### config.mk
export PLATFORM = sky130hd
export DESIGN_NAME = asp_serial_port
export DESIGN_NICKNAME = d
export VERILOG_FILES = /design/src/hdl/asp_pkg.sv /design/src/hdl/asp_baud_timer.sv /design/src/hdl/asp_serial_port.sv
export SDC_FILE = /design/constraint.sdc
export NUM_CORES = 1
export LEC_CHECK = 0
export BUFFER_PORTS_ARGS = -buffer_cell sky130_fd_sc_hd__buf_2
export CORE_UTILIZATION = 59
export DETAILED_ROUTE_END_ITERATION = 8
export GPL_ROUTABILITY_DRIVEN = 0
export HOLD_SLACK_MARGIN = 0.15
export PLACE_DENSITY = 0.92
export SYNTH_ARGS = -nofsm -noshare
export SYNTH_HDL_FRONTEND = slang
export SYNTH_HIERARCHICAL = 1
export SYNTH_SLANG_ARGS = --single-unit
### constraint.sdc
create_clock -name sys_clk -period 3.14 [get_ports sys_clk]
set_input_delay 0.314 -clock sys_clk [delete_from_list [all_inputs] [get_ports sys_clk]]
set_output_delay 0.314 -clock sys_clk [all_outputs]
set_load 0.02 [all_outputs]
### src/hdl/asp_pkg.sv
`default_nettype none
package asp_pkg;

  // Control register bit positions.
  localparam int CTL_MODE = 7;
  localparam int CTL_ONE  = 6;
  localparam int CTL_FILT = 5;
  localparam int CTL_REN  = 4;
  localparam int CTL_TB8  = 3;
  localparam int CTL_RB8  = 2;
  localparam int CTL_TI   = 1;
  localparam int CTL_RI   = 0;

  localparam logic [7:0] CTL_RST = 8'h40;
  localparam logic [7:0] BUF_RST = 8'h00;
  localparam logic [7:0] TMR_RST = 8'h00;
  localparam logic [7:0] TMR_TOP = 8'hff;

  // Timer clock source codes.
  localparam logic [2:0] SRC_SYS   = 3'h0;
  localparam logic [2:0] SRC_DIV4  = 3'h1;
  localparam logic [2:0] SRC_DIV12 = 3'h2;
  localparam logic [2:0] SRC_DIV48 = 3'h3;
  localparam logic [2:0] SRC_EXT8  = 3'h4;
  localparam logic [2:0] SRC_PIN   = 3'h5;

  // Shared prescaler counts 0..47; the divide taps sit on its last counts.
  localparam logic [5:0] PRE_TOP   = 6'h2f;
  localparam logic [1:0] DIV4_TAP  = 2'h3;
  localparam logic [5:0] DIV12_TP0 = 6'h0b;
  localparam logic [5:0] DIV12_TP1 = 6'h17;
  localparam logic [5:0] DIV12_TP2 = 6'h23;
  localparam logic [2:0] EXT8_TAP  = 3'h7;
  localparam logic [3:0] LAST_DATA = 4'h7;

  typedef struct packed {
    logic mode;
    logic one;
    logic filt;
    logic ren;
    logic tb8;
    logic rb8;
    logic ti;
    logic ri;
  } asp_ctl_t;

  typedef struct packed {
    logic       run;
    logic [2:0] src;
    logic [7:0] reload;
  } asp_tmr_cfg_t;

  typedef enum logic [5:0] {
    TX_IDLE  = 6'h01,
    TX_WAIT  = 6'h02,
    TX_START = 6'h04,
    TX_DATA  = 6'h08,
    TX_NINTH = 6'h10,
    TX_STOP  = 6'h20
  } asp_tx_st_t;

  typedef enum logic [4:0] {
    RX_IDLE  = 5'h01,
    RX_START = 5'h02,
    RX_DATA  = 5'h04,
    RX_NINTH = 5'h08,
    RX_STOP  = 5'h10
  } asp_rx_st_t;

endpackage
`default_nettype wire

### src/hdl/asp_baud_timer.sv
`timescale 1ns/10ps
`default_nettype none
module asp_baud_timer (
  input  wire logic       clk,
  input  wire logic       rst_n,
  input  wire logic       ce,
  input  wire logic       run,
  input  wire logic       tick,
  input  wire logic [7:0] reload,
  input  wire logic       force_reload,
  output var  logic       bit_tick_r
);
  import asp_pkg::*;

  logic [7:0] cnt_r;
  logic [7:0] cnt_nxt;
  logic       phase_r;
  logic       phase_nxt;
  logic       bit_nxt;
  logic       ovf;

  // Overflows are halved: only every other one becomes a bit tick.
  always_comb begin
    cnt_nxt   = cnt_r;
    phase_nxt = phase_r;
    ovf       = run && tick && (cnt_r == TMR_TOP);
    bit_nxt   = 1'b0;
    if (force_reload) begin
      cnt_nxt   = reload;
      phase_nxt = 1'b0;
    end else if (run && tick) begin
      cnt_nxt   = ovf ? reload : cnt_r + 8'h01;
      phase_nxt = ovf ? ~phase_r : phase_r;
      bit_nxt   = ovf && !phase_r;
    end
  end

  always_ff @(posedge clk or negedge rst_n) begin
    if (!rst_n) begin
      cnt_r      <= TMR_RST;
      phase_r    <= 1'b0;
      bit_tick_r <= 1'b0;
    end else if (ce) begin
      cnt_r      <= cnt_nxt;
      phase_r    <= phase_nxt;
      bit_tick_r <= bit_nxt;
    end
  end

endmodule
`default_nettype wire

### src/hdl/asp_serial_port.sv
// Overview of operation
// - Transmitter and receiver run independently and concurrently, full duplex.
// - Control bit 7 selects 8-bit framing at 0, 9-bit at 1.
// - Buffer write loads transmit data; buffer read shows receive holding byte.
// - Receive shift register is separate from the holding register.
// - Interrupt request rises when enabled and either done flag is set.
// - Done flags are cleared only by software writes, never by hardware.
// - Transmit bit clock from timer overflows; receive from a hidden copy.
// - Both timer overflow rates are halved to make the bit rate.
// - Receive timer copy runs with the timer and reloads at a start edge.
// - Timer clock picks system clock, /4, /12, /48, external oscillator /8, or pin.
// - 8-bit frame: start, eight data bits LSB first, stop.
// - 8-bit mode stores data in holding register and stop bit in bit 2.
// - Buffer write starts transmission; transmit-done sets at stop-bit start.
// - Frame reception starts only while the receive enable bit is 1.
// - 8-bit accept needs receive-done 0, and stop 1 if filter set.
// - Accept loads data, ninth bit, sets receive-done; reject changes nothing.
// - On overrun the held byte stays and the new frame is lost.
// - 9-bit frame: start, eight data bits LSB first, ninth bit, stop.
// - Transmitted ninth bit is the control register bit 3.
// - 9-bit mode stores the ninth bit in bit 2 and ignores stop.
// - 9-bit accept needs receive-done 0, and ninth bit 1 if filter set.
// - Receive-done sets when the stop bit is sampled and accepted.
// - Control bit 6 always reads 1; writes to it are ignored.
`timescale 1ns/10ps
`default_nettype none
module asp_serial_port (
  input  wire logic                  sys_clk,
  input  wire logic                  reset_n,
  input  wire logic                  clk_en,
  input  wire logic                  ctl_wr,
  input  wire asp_pkg::asp_ctl_t     ctl_wdata,
  input  wire logic                  buf_wr,
  input  wire logic [7:0]            buf_wdata,
  input  wire asp_pkg::asp_tmr_cfg_t tmr_cfg,
  input  wire logic                  irq_en,
  input  wire logic                  ext_osc_in,
  input  wire logic                  timer_ext_input,
  input  wire logic                  serial_in_pin,
  output var  logic                  serial_out_pin,
  output var  asp_pkg::asp_ctl_t     serial_control_reg,
  output var  logic [7:0]            serial_buffer_reg,
  output var  logic                  irq_req,
  output var  logic                  tx_busy
);
  import asp_pkg::*;

  logic           rst_q1_r;
  logic           rst_n_s;
  logic [2:0]     sync1_r;
  logic [2:0]     sync2_r;
  logic [2:0]     prev_r;
  logic           rx_in;
  logic           ext_edge;
  logic           pin_edge;
  logic [5:0]     pre_r;
  logic [5:0]     pre_nxt;
  logic [2:0]     ext_cnt_r;
  logic [2:0]     ext_cnt_nxt;
  logic           tmr_tick;
  logic           tx_bit_r;
  logic           rx_bit_r;
  logic           tx_tick;
  logic           rx_tick;
  asp_tx_st_t     tx_st_r;
  asp_tx_st_t     tx_st_nxt;
  logic [7:0]     tx_sh_r;
  logic [7:0]     tx_sh_nxt;
  logic           tx_nine_r;
  logic           tx_nine_nxt;
  logic           tx_mode_r;
  logic           tx_mode_nxt;
  logic [3:0]     tx_cnt_r;
  logic [3:0]     tx_cnt_nxt;
  logic           tx_out_nxt;
  logic           tx_set_ti;
  asp_rx_st_t     rx_st_r;
  asp_rx_st_t     rx_st_nxt;
  logic [7:0]     rx_sh_r;
  logic [7:0]     rx_sh_nxt;
  logic           rx_nine_r;
  logic           rx_nine_nxt;
  logic [3:0]     rx_cnt_r;
  logic [3:0]     rx_cnt_nxt;
  logic           rx_force;
  logic           rx_done;
  logic           rx_check;
  logic           rx_accept;
  asp_ctl_t       ctl_r;
  asp_ctl_t       ctl_nxt;
  logic [7:0]     hold_r;
  logic [7:0]     hold_nxt;
  logic           irq_nxt;

  // Reset asserts at once but releases through two flops.
  always_ff @(posedge sys_clk or negedge reset_n) begin
    if (!reset_n) begin
      rst_q1_r <= 1'b0;
      rst_n_s  <= 1'b0;
    end else begin
      rst_q1_r <= 1'b1;
      rst_n_s  <= rst_q1_r;
    end
  end

  // Pins are synchronised; edge detectors compare the second stage with its delayed copy in prev_r.
  always_ff @(posedge sys_clk or negedge rst_n_s) begin
    if (!rst_n_s) begin
      sync1_r <= 3'h7;
      sync2_r <= 3'h7;
      prev_r  <= 3'h7;
    end else if (clk_en) begin
      sync1_r <= {serial_in_pin, timer_ext_input, ext_osc_in};
      sync2_r <= sync1_r;
      prev_r  <= sync2_r;
    end
  end

  assign rx_in    = sync2_r[2];
  assign ext_edge = sync2_r[0] && !prev_r[0];
  assign pin_edge = sync2_r[1] && !prev_r[1];

  // The external oscillator must be well below half sys_clk to be counted.
  always_comb begin
    pre_nxt     = (pre_r == PRE_TOP) ? 6'h00 : pre_r + 6'h01;
    ext_cnt_nxt = ext_edge ? ext_cnt_r + 3'h1 : ext_cnt_r;
    case (tmr_cfg.src)
      SRC_SYS:   tmr_tick = 1'b1;
      SRC_DIV4:  tmr_tick = (pre_r[1:0] == DIV4_TAP);
      SRC_DIV12: tmr_tick = (pre_r == DIV12_TP0) || (pre_r == DIV12_TP1) ||
                            (pre_r == DIV12_TP2) || (pre_r == PRE_TOP);
      SRC_DIV48: tmr_tick = (pre_r == PRE_TOP);
      SRC_EXT8:  tmr_tick = ext_edge && (ext_cnt_r == EXT8_TAP);
      SRC_PIN:   tmr_tick = pin_edge;
      default:   tmr_tick = 1'b0;
    endcase
  end

  always_ff @(posedge sys_clk or negedge rst_n_s) begin
    if (!rst_n_s) begin
      pre_r     <= 6'h00;
      ext_cnt_r <= 3'h0;
    end else if (clk_en) begin
      pre_r     <= pre_nxt;
      ext_cnt_r <= ext_cnt_nxt;
    end
  end

  // Two timers share the reload; only the receive copy is ever forced.
  asp_baud_timer u_tx_timer (
    .clk          (sys_clk),
    .rst_n        (rst_n_s),
    .ce           (clk_en),
    .run          (tmr_cfg.run),
    .tick         (tmr_tick),
    .reload       (tmr_cfg.reload),
    .force_reload (1'b0),
    .bit_tick_r   (tx_bit_r)
  );

  asp_baud_timer u_rx_timer (
    .clk          (sys_clk),
    .rst_n        (rst_n_s),
    .ce           (clk_en),
    .run          (tmr_cfg.run),
    .tick         (tmr_tick),
    .reload       (tmr_cfg.reload),
    .force_reload (rx_force),
    .bit_tick_r   (rx_bit_r)
  );

  assign tx_tick = tx_bit_r && clk_en;
  assign rx_tick = rx_bit_r && clk_en;

  // Transmitter; a buffer write while busy is dropped.
  always_comb begin
    tx_st_nxt   = tx_st_r;
    tx_sh_nxt   = tx_sh_r;
    tx_nine_nxt = tx_nine_r;
    tx_mode_nxt = tx_mode_r;
    tx_cnt_nxt  = tx_cnt_r;
    tx_set_ti   = 1'b0;
    case (tx_st_r)
      TX_IDLE: begin
        if (buf_wr) begin
          tx_sh_nxt   = buf_wdata;
          tx_nine_nxt = ctl_r.tb8;
          tx_mode_nxt = ctl_r.mode;
          tx_st_nxt   = TX_WAIT;
        end
      end
      TX_WAIT: begin
        if (tx_tick) begin
          tx_st_nxt = TX_START;
        end
      end
      TX_START: begin
        if (tx_tick) begin
          tx_cnt_nxt = 4'h0;
          tx_st_nxt  = TX_DATA;
        end
      end
      TX_DATA: begin
        if (tx_tick) begin
          tx_sh_nxt  = {1'b0, tx_sh_r[7:1]};
          tx_cnt_nxt = tx_cnt_r + 4'h1;
          if (tx_cnt_r == LAST_DATA) begin
            tx_st_nxt = tx_mode_r ? TX_NINTH : TX_STOP;
            tx_set_ti = !tx_mode_r;
          end
        end
      end
      TX_NINTH: begin
        if (tx_tick) begin
          tx_st_nxt = TX_STOP;
          tx_set_ti = 1'b1;
        end
      end
      TX_STOP: begin
        if (tx_tick) begin
          tx_st_nxt = TX_IDLE;
        end
      end
      default: tx_st_nxt = TX_IDLE;
    endcase
    case (tx_st_nxt)
      TX_START: tx_out_nxt = 1'b0;
      TX_DATA:  tx_out_nxt = tx_sh_nxt[0];
      TX_NINTH: tx_out_nxt = tx_nine_nxt;
      default:  tx_out_nxt = 1'b1;
    endcase
  end

  always_ff @(posedge sys_clk or negedge rst_n_s) begin
    if (!rst_n_s) begin
      tx_st_r        <= TX_IDLE;
      tx_sh_r        <= BUF_RST;
      tx_nine_r      <= 1'b0;
      tx_mode_r      <= 1'b0;
      tx_cnt_r       <= 4'h0;
      serial_out_pin <= 1'b1;
      tx_busy        <= 1'b0;
    end else if (clk_en) begin
      tx_st_r        <= tx_st_nxt;
      tx_sh_r        <= tx_sh_nxt;
      tx_nine_r      <= tx_nine_nxt;
      tx_mode_r      <= tx_mode_nxt;
      tx_cnt_r       <= tx_cnt_nxt;
      serial_out_pin <= tx_out_nxt;
      tx_busy        <= (tx_st_nxt != TX_IDLE);
    end
  end

  // Receiver; a glitch that reads high at mid start bit is dropped.
  always_comb begin
    rx_st_nxt   = rx_st_r;
    rx_sh_nxt   = rx_sh_r;
    rx_nine_nxt = rx_nine_r;
    rx_cnt_nxt  = rx_cnt_r;
    rx_force    = 1'b0;
    rx_done     = 1'b0;
    case (rx_st_r)
      RX_IDLE: begin
        if (ctl_r.ren && prev_r[2] && !rx_in && clk_en) begin
          rx_force  = 1'b1;
          rx_st_nxt = RX_START;
        end
      end
      RX_START: begin
        if (rx_tick) begin
          rx_cnt_nxt = 4'h0;
          rx_st_nxt  = rx_in ? RX_IDLE : RX_DATA;
        end
      end
      RX_DATA: begin
        if (rx_tick) begin
          rx_sh_nxt  = {rx_in, rx_sh_r[7:1]};
          rx_cnt_nxt = rx_cnt_r + 4'h1;
          if (rx_cnt_r == LAST_DATA) begin
            rx_st_nxt = ctl_r.mode ? RX_NINTH : RX_STOP;
          end
        end
      end
      RX_NINTH: begin
        if (rx_tick) begin
          rx_nine_nxt = rx_in;
          rx_st_nxt   = RX_STOP;
        end
      end
      RX_STOP: begin
        if (rx_tick) begin
          rx_done   = 1'b1;
          rx_st_nxt = RX_IDLE;
        end
      end
      default: rx_st_nxt = RX_IDLE;
    endcase
    rx_check  = ctl_r.mode ? rx_nine_r : rx_in;
    rx_accept = rx_done && !ctl_r.ri && (!ctl_r.filt || rx_check);
  end

  always_ff @(posedge sys_clk or negedge rst_n_s) begin
    if (!rst_n_s) begin
      rx_st_r   <= RX_IDLE;
      rx_sh_r   <= BUF_RST;
      rx_nine_r <= 1'b0;
      rx_cnt_r  <= 4'h0;
    end else if (clk_en) begin
      rx_st_r   <= rx_st_nxt;
      rx_sh_r   <= rx_sh_nxt;
      rx_nine_r <= rx_nine_nxt;
      rx_cnt_r  <= rx_cnt_nxt;
    end
  end

  // Hardware sets win over a software write in the same cycle.
  always_comb begin
    ctl_nxt  = ctl_r;
    hold_nxt = hold_r;
    if (ctl_wr) begin
      ctl_nxt = ctl_wdata;
    end
    ctl_nxt.one = 1'b1;
    if (tx_set_ti) begin
      ctl_nxt.ti = 1'b1;
    end
    if (rx_accept) begin
      ctl_nxt.ri  = 1'b1;
      ctl_nxt.rb8 = rx_check;
      hold_nxt    = rx_sh_r;
    end
    irq_nxt = irq_en && (ctl_nxt.ti || ctl_nxt.ri);
  end

  always_ff @(posedge sys_clk or negedge rst_n_s) begin
    if (!rst_n_s) begin
      ctl_r   <= CTL_RST;
      hold_r  <= BUF_RST;
      irq_req <= 1'b0;
    end else if (clk_en) begin
      ctl_r   <= ctl_nxt;
      hold_r  <= hold_nxt;
      irq_req <= irq_nxt;
    end
  end

  assign serial_control_reg = ctl_r;
  assign serial_buffer_reg  = hold_r;
endmodule
`default_nettype wire

Word-level counts from Yosys, hierarchy flattened
Index checks and enable logic that the tools add are counted.

Eq/ne operators: 39. Mux-type cells: 55. Reductions and logical operators: 51. Bitwise logic cells: 2. Add/sub/neg operators: 6.

Operators with widths (number): 6-bit two-way mux (9); 8-bit two-way mux (6); 6-bit case mux with 6 select lines (1); 5-bit two-way mux (7); 5-bit case mux with 5 select lines (1); 1-bit two-way mux (19); 6-bit by 4-bit equality test with 1-bit output (second input constant) (3); 6-bit by 5-bit equality test with 1-bit output (second input constant) (3); 6-bit equality test (second input constant) (3); 2-bit != test (second input constant) (9); 8-bit by 1-bit adder with 8-bit output (second input constant) (2); 8-bit equality test (second input constant) (2); 1-bit logical AND (16); 4-bit two-way mux (4); 4-bit case mux with 2 select lines (2); 8-bit case mux with 2 select lines (1); 3-bit AND reduction (5); 6-bit by 3-bit equality test with 1-bit output (second input constant) (2); 2-bit AND reduction (6); 4-bit AND reduction (3); 2-bit nonzero test (6); 3-bit equality test (second input constant) (3); 4-bit by 1-bit adder with 4-bit output (second input constant) (2); 4-bit by 3-bit equality test with 1-bit output (second input constant) (2); 22 further kinds (36).

Input port bits: 37. Register bits: 96. Logic and storage cells: 187. Output and inout port bits: 19.

Longest topological paths before layout
Depth after elaboration: 10. Gate-level depth with buffers: 13. Gate-level depth less buffers: 11.

By module
The synthesis kept the hierarchy.

Modules (own cells, without submodules): asp_serial_port (cells an instance 344, seq. area each 1916.8 um^2, area each 3792.4 um^2, times used 1); asp_baud_timer (cells an instance 75, seq. area each 250.2 um^2, area each 688.2 um^2, times used 2).

Worst setup path after synthesis
Ideal clock, no wire load.

Path type: reg-to-reg. Start point: register pre_r[5]. End point: register u_rx_timer.cnt_r[2]. Data required time: 3.017 ns. Buffers on the path: 3. Clock period less this slack: 2.286 ns. Setup time: 0.123 ns. Arrival time: 2.164 ns. Path slack: 0.854 ns. Cell stages (with the launch flop): 13. Cell sequence: dfrtp_1 clkbuf_1 nor4b_1 o21ai_0 o41ai_1 a21oi_1 o21ai_0 and2_1 buf_2 o21a_1 buf_2 a31oi_1 o221a_2.

Longest elaborated chain between the ends: 10. Elaborated cells between the ends (all ways): 15. Classes of those cells: eq/ne (4); mux (4); reduce/logical (7).

Ends and longest elaborated chain: start, declared (RTL line asp_serial_port.sv:56) `logic [5:0] pre_r;`; start signal, assigned (RTL line asp_serial_port.sv:144) `pre_r <= pre_nxt;`; 6-bit by 4-bit equality test with 1-bit output / 6-bit by 5-bit equality test with 1-bit output (equally long branches) (RTL line asp_serial_port.sv:130) `SRC_DIV12: tmr_tick = (pre_r == DIV12_TP0) || (pre_r == DIV12_TP1) ||`; 1-bit logical OR (2 in a row) (RTL line asp_serial_port.sv:130); 1-bit logical OR (RTL line asp_serial_port.sv:131) `(pre_r == DIV12_TP2) || (pre_r == PRE_TOP);`; 1-bit case mux with 6 select lines (*) (RTL line asp_serial_port.sv:127) `case (tmr_cfg.src)`; named net tmr_tick (RTL line asp_serial_port.sv:60) `logic tmr_tick;`; 1-bit logical AND (*) (RTL line asp_baud_timer.sv:26, asp_baud_timer.sv:31); 1-bit logical AND (RTL line asp_baud_timer.sv:26) `ovf = run && tick && (cnt_r == TMR_TOP);`; 8-bit two-way mux (RTL line asp_baud_timer.sv:32) `cnt_nxt = ovf ? reload : cnt_r + 8'h01;`; 8-bit two-way mux (RTL line asp_baud_timer.sv:31) `end else if (run && tick) begin`; 8-bit two-way mux (RTL line asp_baud_timer.sv:28) `if (force_reload) begin`; end signal, assigned (RTL line asp_baud_timer.sv:44) `cnt_r <= cnt_nxt;`; end, declared (RTL line asp_baud_timer.sv:15) `logic [7:0] cnt_r;`.

Mark *: on every way through the listed nets, which the timed path passes. The rest lies on a longest branch. The select of a mux whose other input is x is not followed. A chain may end at the register's enable or synchronous reset.

Worst setup path after layout
Start point: register pre_r[3]. End point: register u_rx_timer.cnt_r[2].

Same word-level chain as after synthesis.

==> summary.md <==
| Metric | Value |
|---|---|
| WL/cell | `between 15 and 20 um` |
| Total Routing Usage GR | `about a quarter` |
| Clk buf depth | `2` |
| Pin count of the biggest net entering global routing | `just over 80` |
| Worst VDD drop | `between 0.3 and 0.4 mV` |
| Post-DP HPWL | `7628 um` |
| Simple-Gate Fraction of Synth Area | `about 16%` |
| Mux cell area share after synthesis | `11.09%` |
| Seq cells post-synth | `96` |
| Worst setup path class | `reg2reg` |
| First drt pass iteration count | `7` |
| Antenna cells | `0` |
| Setup ws final | `roughly 0.4 ns` |
| Number of global-route vias before repair | `3924` |
| Post-route minimum period | `between 2 and 3 ns` |
| Number of setup violations in the final report | `0` |
| Setup TNS Final | `0 ns` |
| Synth warn | `6` |
| First-pass GRT wire length | `about 18000 um` |
| Total gr overflow | `0` |
| Synth Area in Adders | `1.695%` |
| Vias | `slightly above 4000` |
| Register area | `around 2400 um2` |
| IO buf count | `53` |
| Required @ worst endpoint | `about 3.4 ns` |
| Normalized max-slew margin | `57.53%` |
| Fin area | `5619 um2` |
| EDFF count, synth | `0` |
| Die width | `around 96 um` |
| Drt initial violations | `around 290` |
| Final Non-Filler Cells | `around 640` |
| Resized cells post-CTS | `0` |
| Outcome | `completed` |
| Synth cell types | `69` |
| Crit path launch type | `flip-flop` |
| Fmax achieved | `roughly 370 MHz` |
| Crit Path Max Fanout | `10` |
| DRC Markers | `0` |
| R2R setup slack | `slightly above 0.4 ns` |
| CTS tree | `yes` |
| Total wire length | `around 11000 um` |
| Register area share after synthesis | `between 40% and 50%` |
| CORE AREA | `~8300 um2` |
| Hold Vio Cnt, Final | `0` |
| Final period utilization | `~87%` |
| CTS buffer count | `9` |
| Post-synth top flop | `dfrtp_1` |
| Lkg Pwr | `2.477 nW` |
| Die Ht | `between 90 and 100 um` |
| Clk sink count | `96` |
| Number of antenna violations at the first check in global routing | `0` |
| Reg2reg path depth | `9` |
| Crit. Startpoint | `pre_r[3]` |
| Initial core utilization | `61.97%` |
| HP Class | `in2reg` |
| CP Capture Type | `flip-flop` |
| DIE AREA | `9138 um2` |
| Post-synth top area cell | `dfrtp_1` |
| Mapped Cells | `between 400 and 500` |
| Clk slew on worst S/H paths | `roughly 0.090 ns` |
| Syn Std Cell Area | `approximately 5200 um2` |
| I/O pin cnt | `56` |
| Reg-to-reg startpoint | `pre_r[3]` |
| Setup WS pre-CTS | `about 0.45 ns` |
| Post-layout util | `between 60% and 70%` |
| Synth-to-layout area growth | `8.715%` |
| Area of the multi-input gates | `roughly 2500 um2` |
| Slew @ Worst Pin | `around 0.64 ns` |
| Yosys top cell area share | `40.67%` |
| Layout cells sized above 1 | `between 20% and 30%` |
| Clock Latency Late Sink | `between 0.3 and 0.4 ns` |
| DP Cell Count | `roughly 630` |
| Xor and xnor area share after synthesis | `roughly 1.7%` |
| Worst hold stages | `3` |
| RR Endpoint | `u_rx_timer/cnt_r[2]` |
| Most common cell after layout, fill and taps aside | `dfrtp_1` |
| Mapped Avg Cell Area | `10.46 um2` |
| Placed cell areas | `about 5400 um2` |
| Worst path arrival time | `~3 ns` |
| Compound-cell area share of the yosys netlist | `18.42%` |
| Leading post-synthesis cells by cell area | `dfrtp_1 41%, dfstp_2 6.1%, mux2_2 5.2%` |
| Pwr per Cell Area | `approximately 600 nW/um2` |
| Clock Tree Root | `clkbuf_8` |
| Crit path to | `u_rx_timer/cnt_r[2]` |
| Ys async rst share | `100.0%` |
| Fillers | `613` |
| Final Skew | `0.01519 ns` |
| Antenna Nets Post-Route | `0` |
| Most frequent cells in the layout | `83 x dfrtp_1, 53 x buf_2, 37 x a21oi_1` |
| Row Count | `33` |
| Max-Cap Viols | `0` |
| Largest family of logic cells by synthesized area | `compound AO/OA/AOI/OAI gates` |
| Post-DR vias/cell | `6.284` |
| RSZ-0062 raised after global routing | `no` |
| Layout Nets | `approximately 580` |
| H-tree Lvls | `3` |
| Final Max Tran Viols | `0` |
kinds of logic (layout without fill, tap and decap cells):
kind of cell | Yosys count | in the layout
adders and majority gates | 7 | 7
and+or+nand+nor | 146 | 146
DFF | 96 | 96
other | 2 | 8
AOI/OAI and AO/OA | 136 | 136
xor gates and xnor gates | 10 | 10
buffers and inverters | 47 | 86
muxes | 50 | 50
synthesized netlist by cell type, types with 6 or more instances:
cell / number
nor4_1: 9
nand3_1: 8
nor3_1: 6
ha_1: 7
a22oi_1: 7
o22ai_1: 6
buf_2: 11
dfstp_2: 12
a21oi_1: 37
mux2_2: 24
inv_1: 13
nand2_1: 28
dfrtp_1: 84
and2_1: 6
mux2i_1: 7
nand4_1: 8
xnor2_1: 6
and3_1: 7
clkbuf_1: 14
a31oi_1: 12
nor2b_1: 6
mux2_1: 14
nand3b_1: 6
nor2_1: 33
o21ai_0: 25
layer usage:
layer,vias to the layer above,wire length (um),global-route usage [%]
met2,158,5293,40.89
met5,-,0,0
li1,1895,-,-
met4,0,285,10.82
met3,30,727,6.699
met1,1964,4682,35.00
repair_timing:
item	CTS	global route
hold buffers	1	0
endpoints found under the hold margin	2	0
buffers inserted	0	0
layout make-up:
cell class / count / share of cell area [%]
Clock inverter: 7 / 0.8684
Timing Repair Buffer: 57 / 5.522
Sequential cell: 96 / 43.09
Clock buffer: 9 / 2.204
Inverter: 13 / 0.8684
Tap cell: 105 / 2.338
Multi-Input combinational cell: 357 / 45.11
worst min-delay path by stage:
stage | from | end | slack [ns]
final | buf_wdata[7] | tx_sh_r[7] | 0.16
after global placement | reset_n | rst_q1_r | 0.1
after detailed placement | reset_n | rst_q1_r | 0.1
after CTS | buf_wdata[7] | tx_sh_r[7] | 0.16
after floorplan | reset_n | rst_n_s | 0.02
after global routing | ctl_wdata[5] | serial_control_reg[5] | 0.15
report_power, final:
| group | total (mW) | leakage, nW | switching (mW) | internal, mW |
|---|---|---|---|---|
| Clock | 0.736 | 0.0772 | 0.450 | 0.285 |
| Combinational | 0.913 | 1.20 | 0.451 | 0.462 |
| Sequential | 1.79 | 1.20 | 0.289 | 1.50 |
critical path, cell delays in order (launching register included):
cell	delay (ns)
dfrtp_1	0.45
nor4b_1	0.28
o21ai_0	0.14
o41ai_1	0.09
a21oi_1	0.11
o21ai_0	0.37
and2_1	0.41
o21a_1	0.38
a31oi_1	0.14
o221a_2	0.26
stage by stage:
stage               hold slack, ns  total power, mW
floorplan                  0.01841            2.522
global placement           0.09873            2.648
detailed placement         0.09914            2.718
CTS                         0.1600            3.448
global route                0.1529            3.673
finish                      0.1598            3.443
No activity file was read; power rests on OpenSTA's default activity.
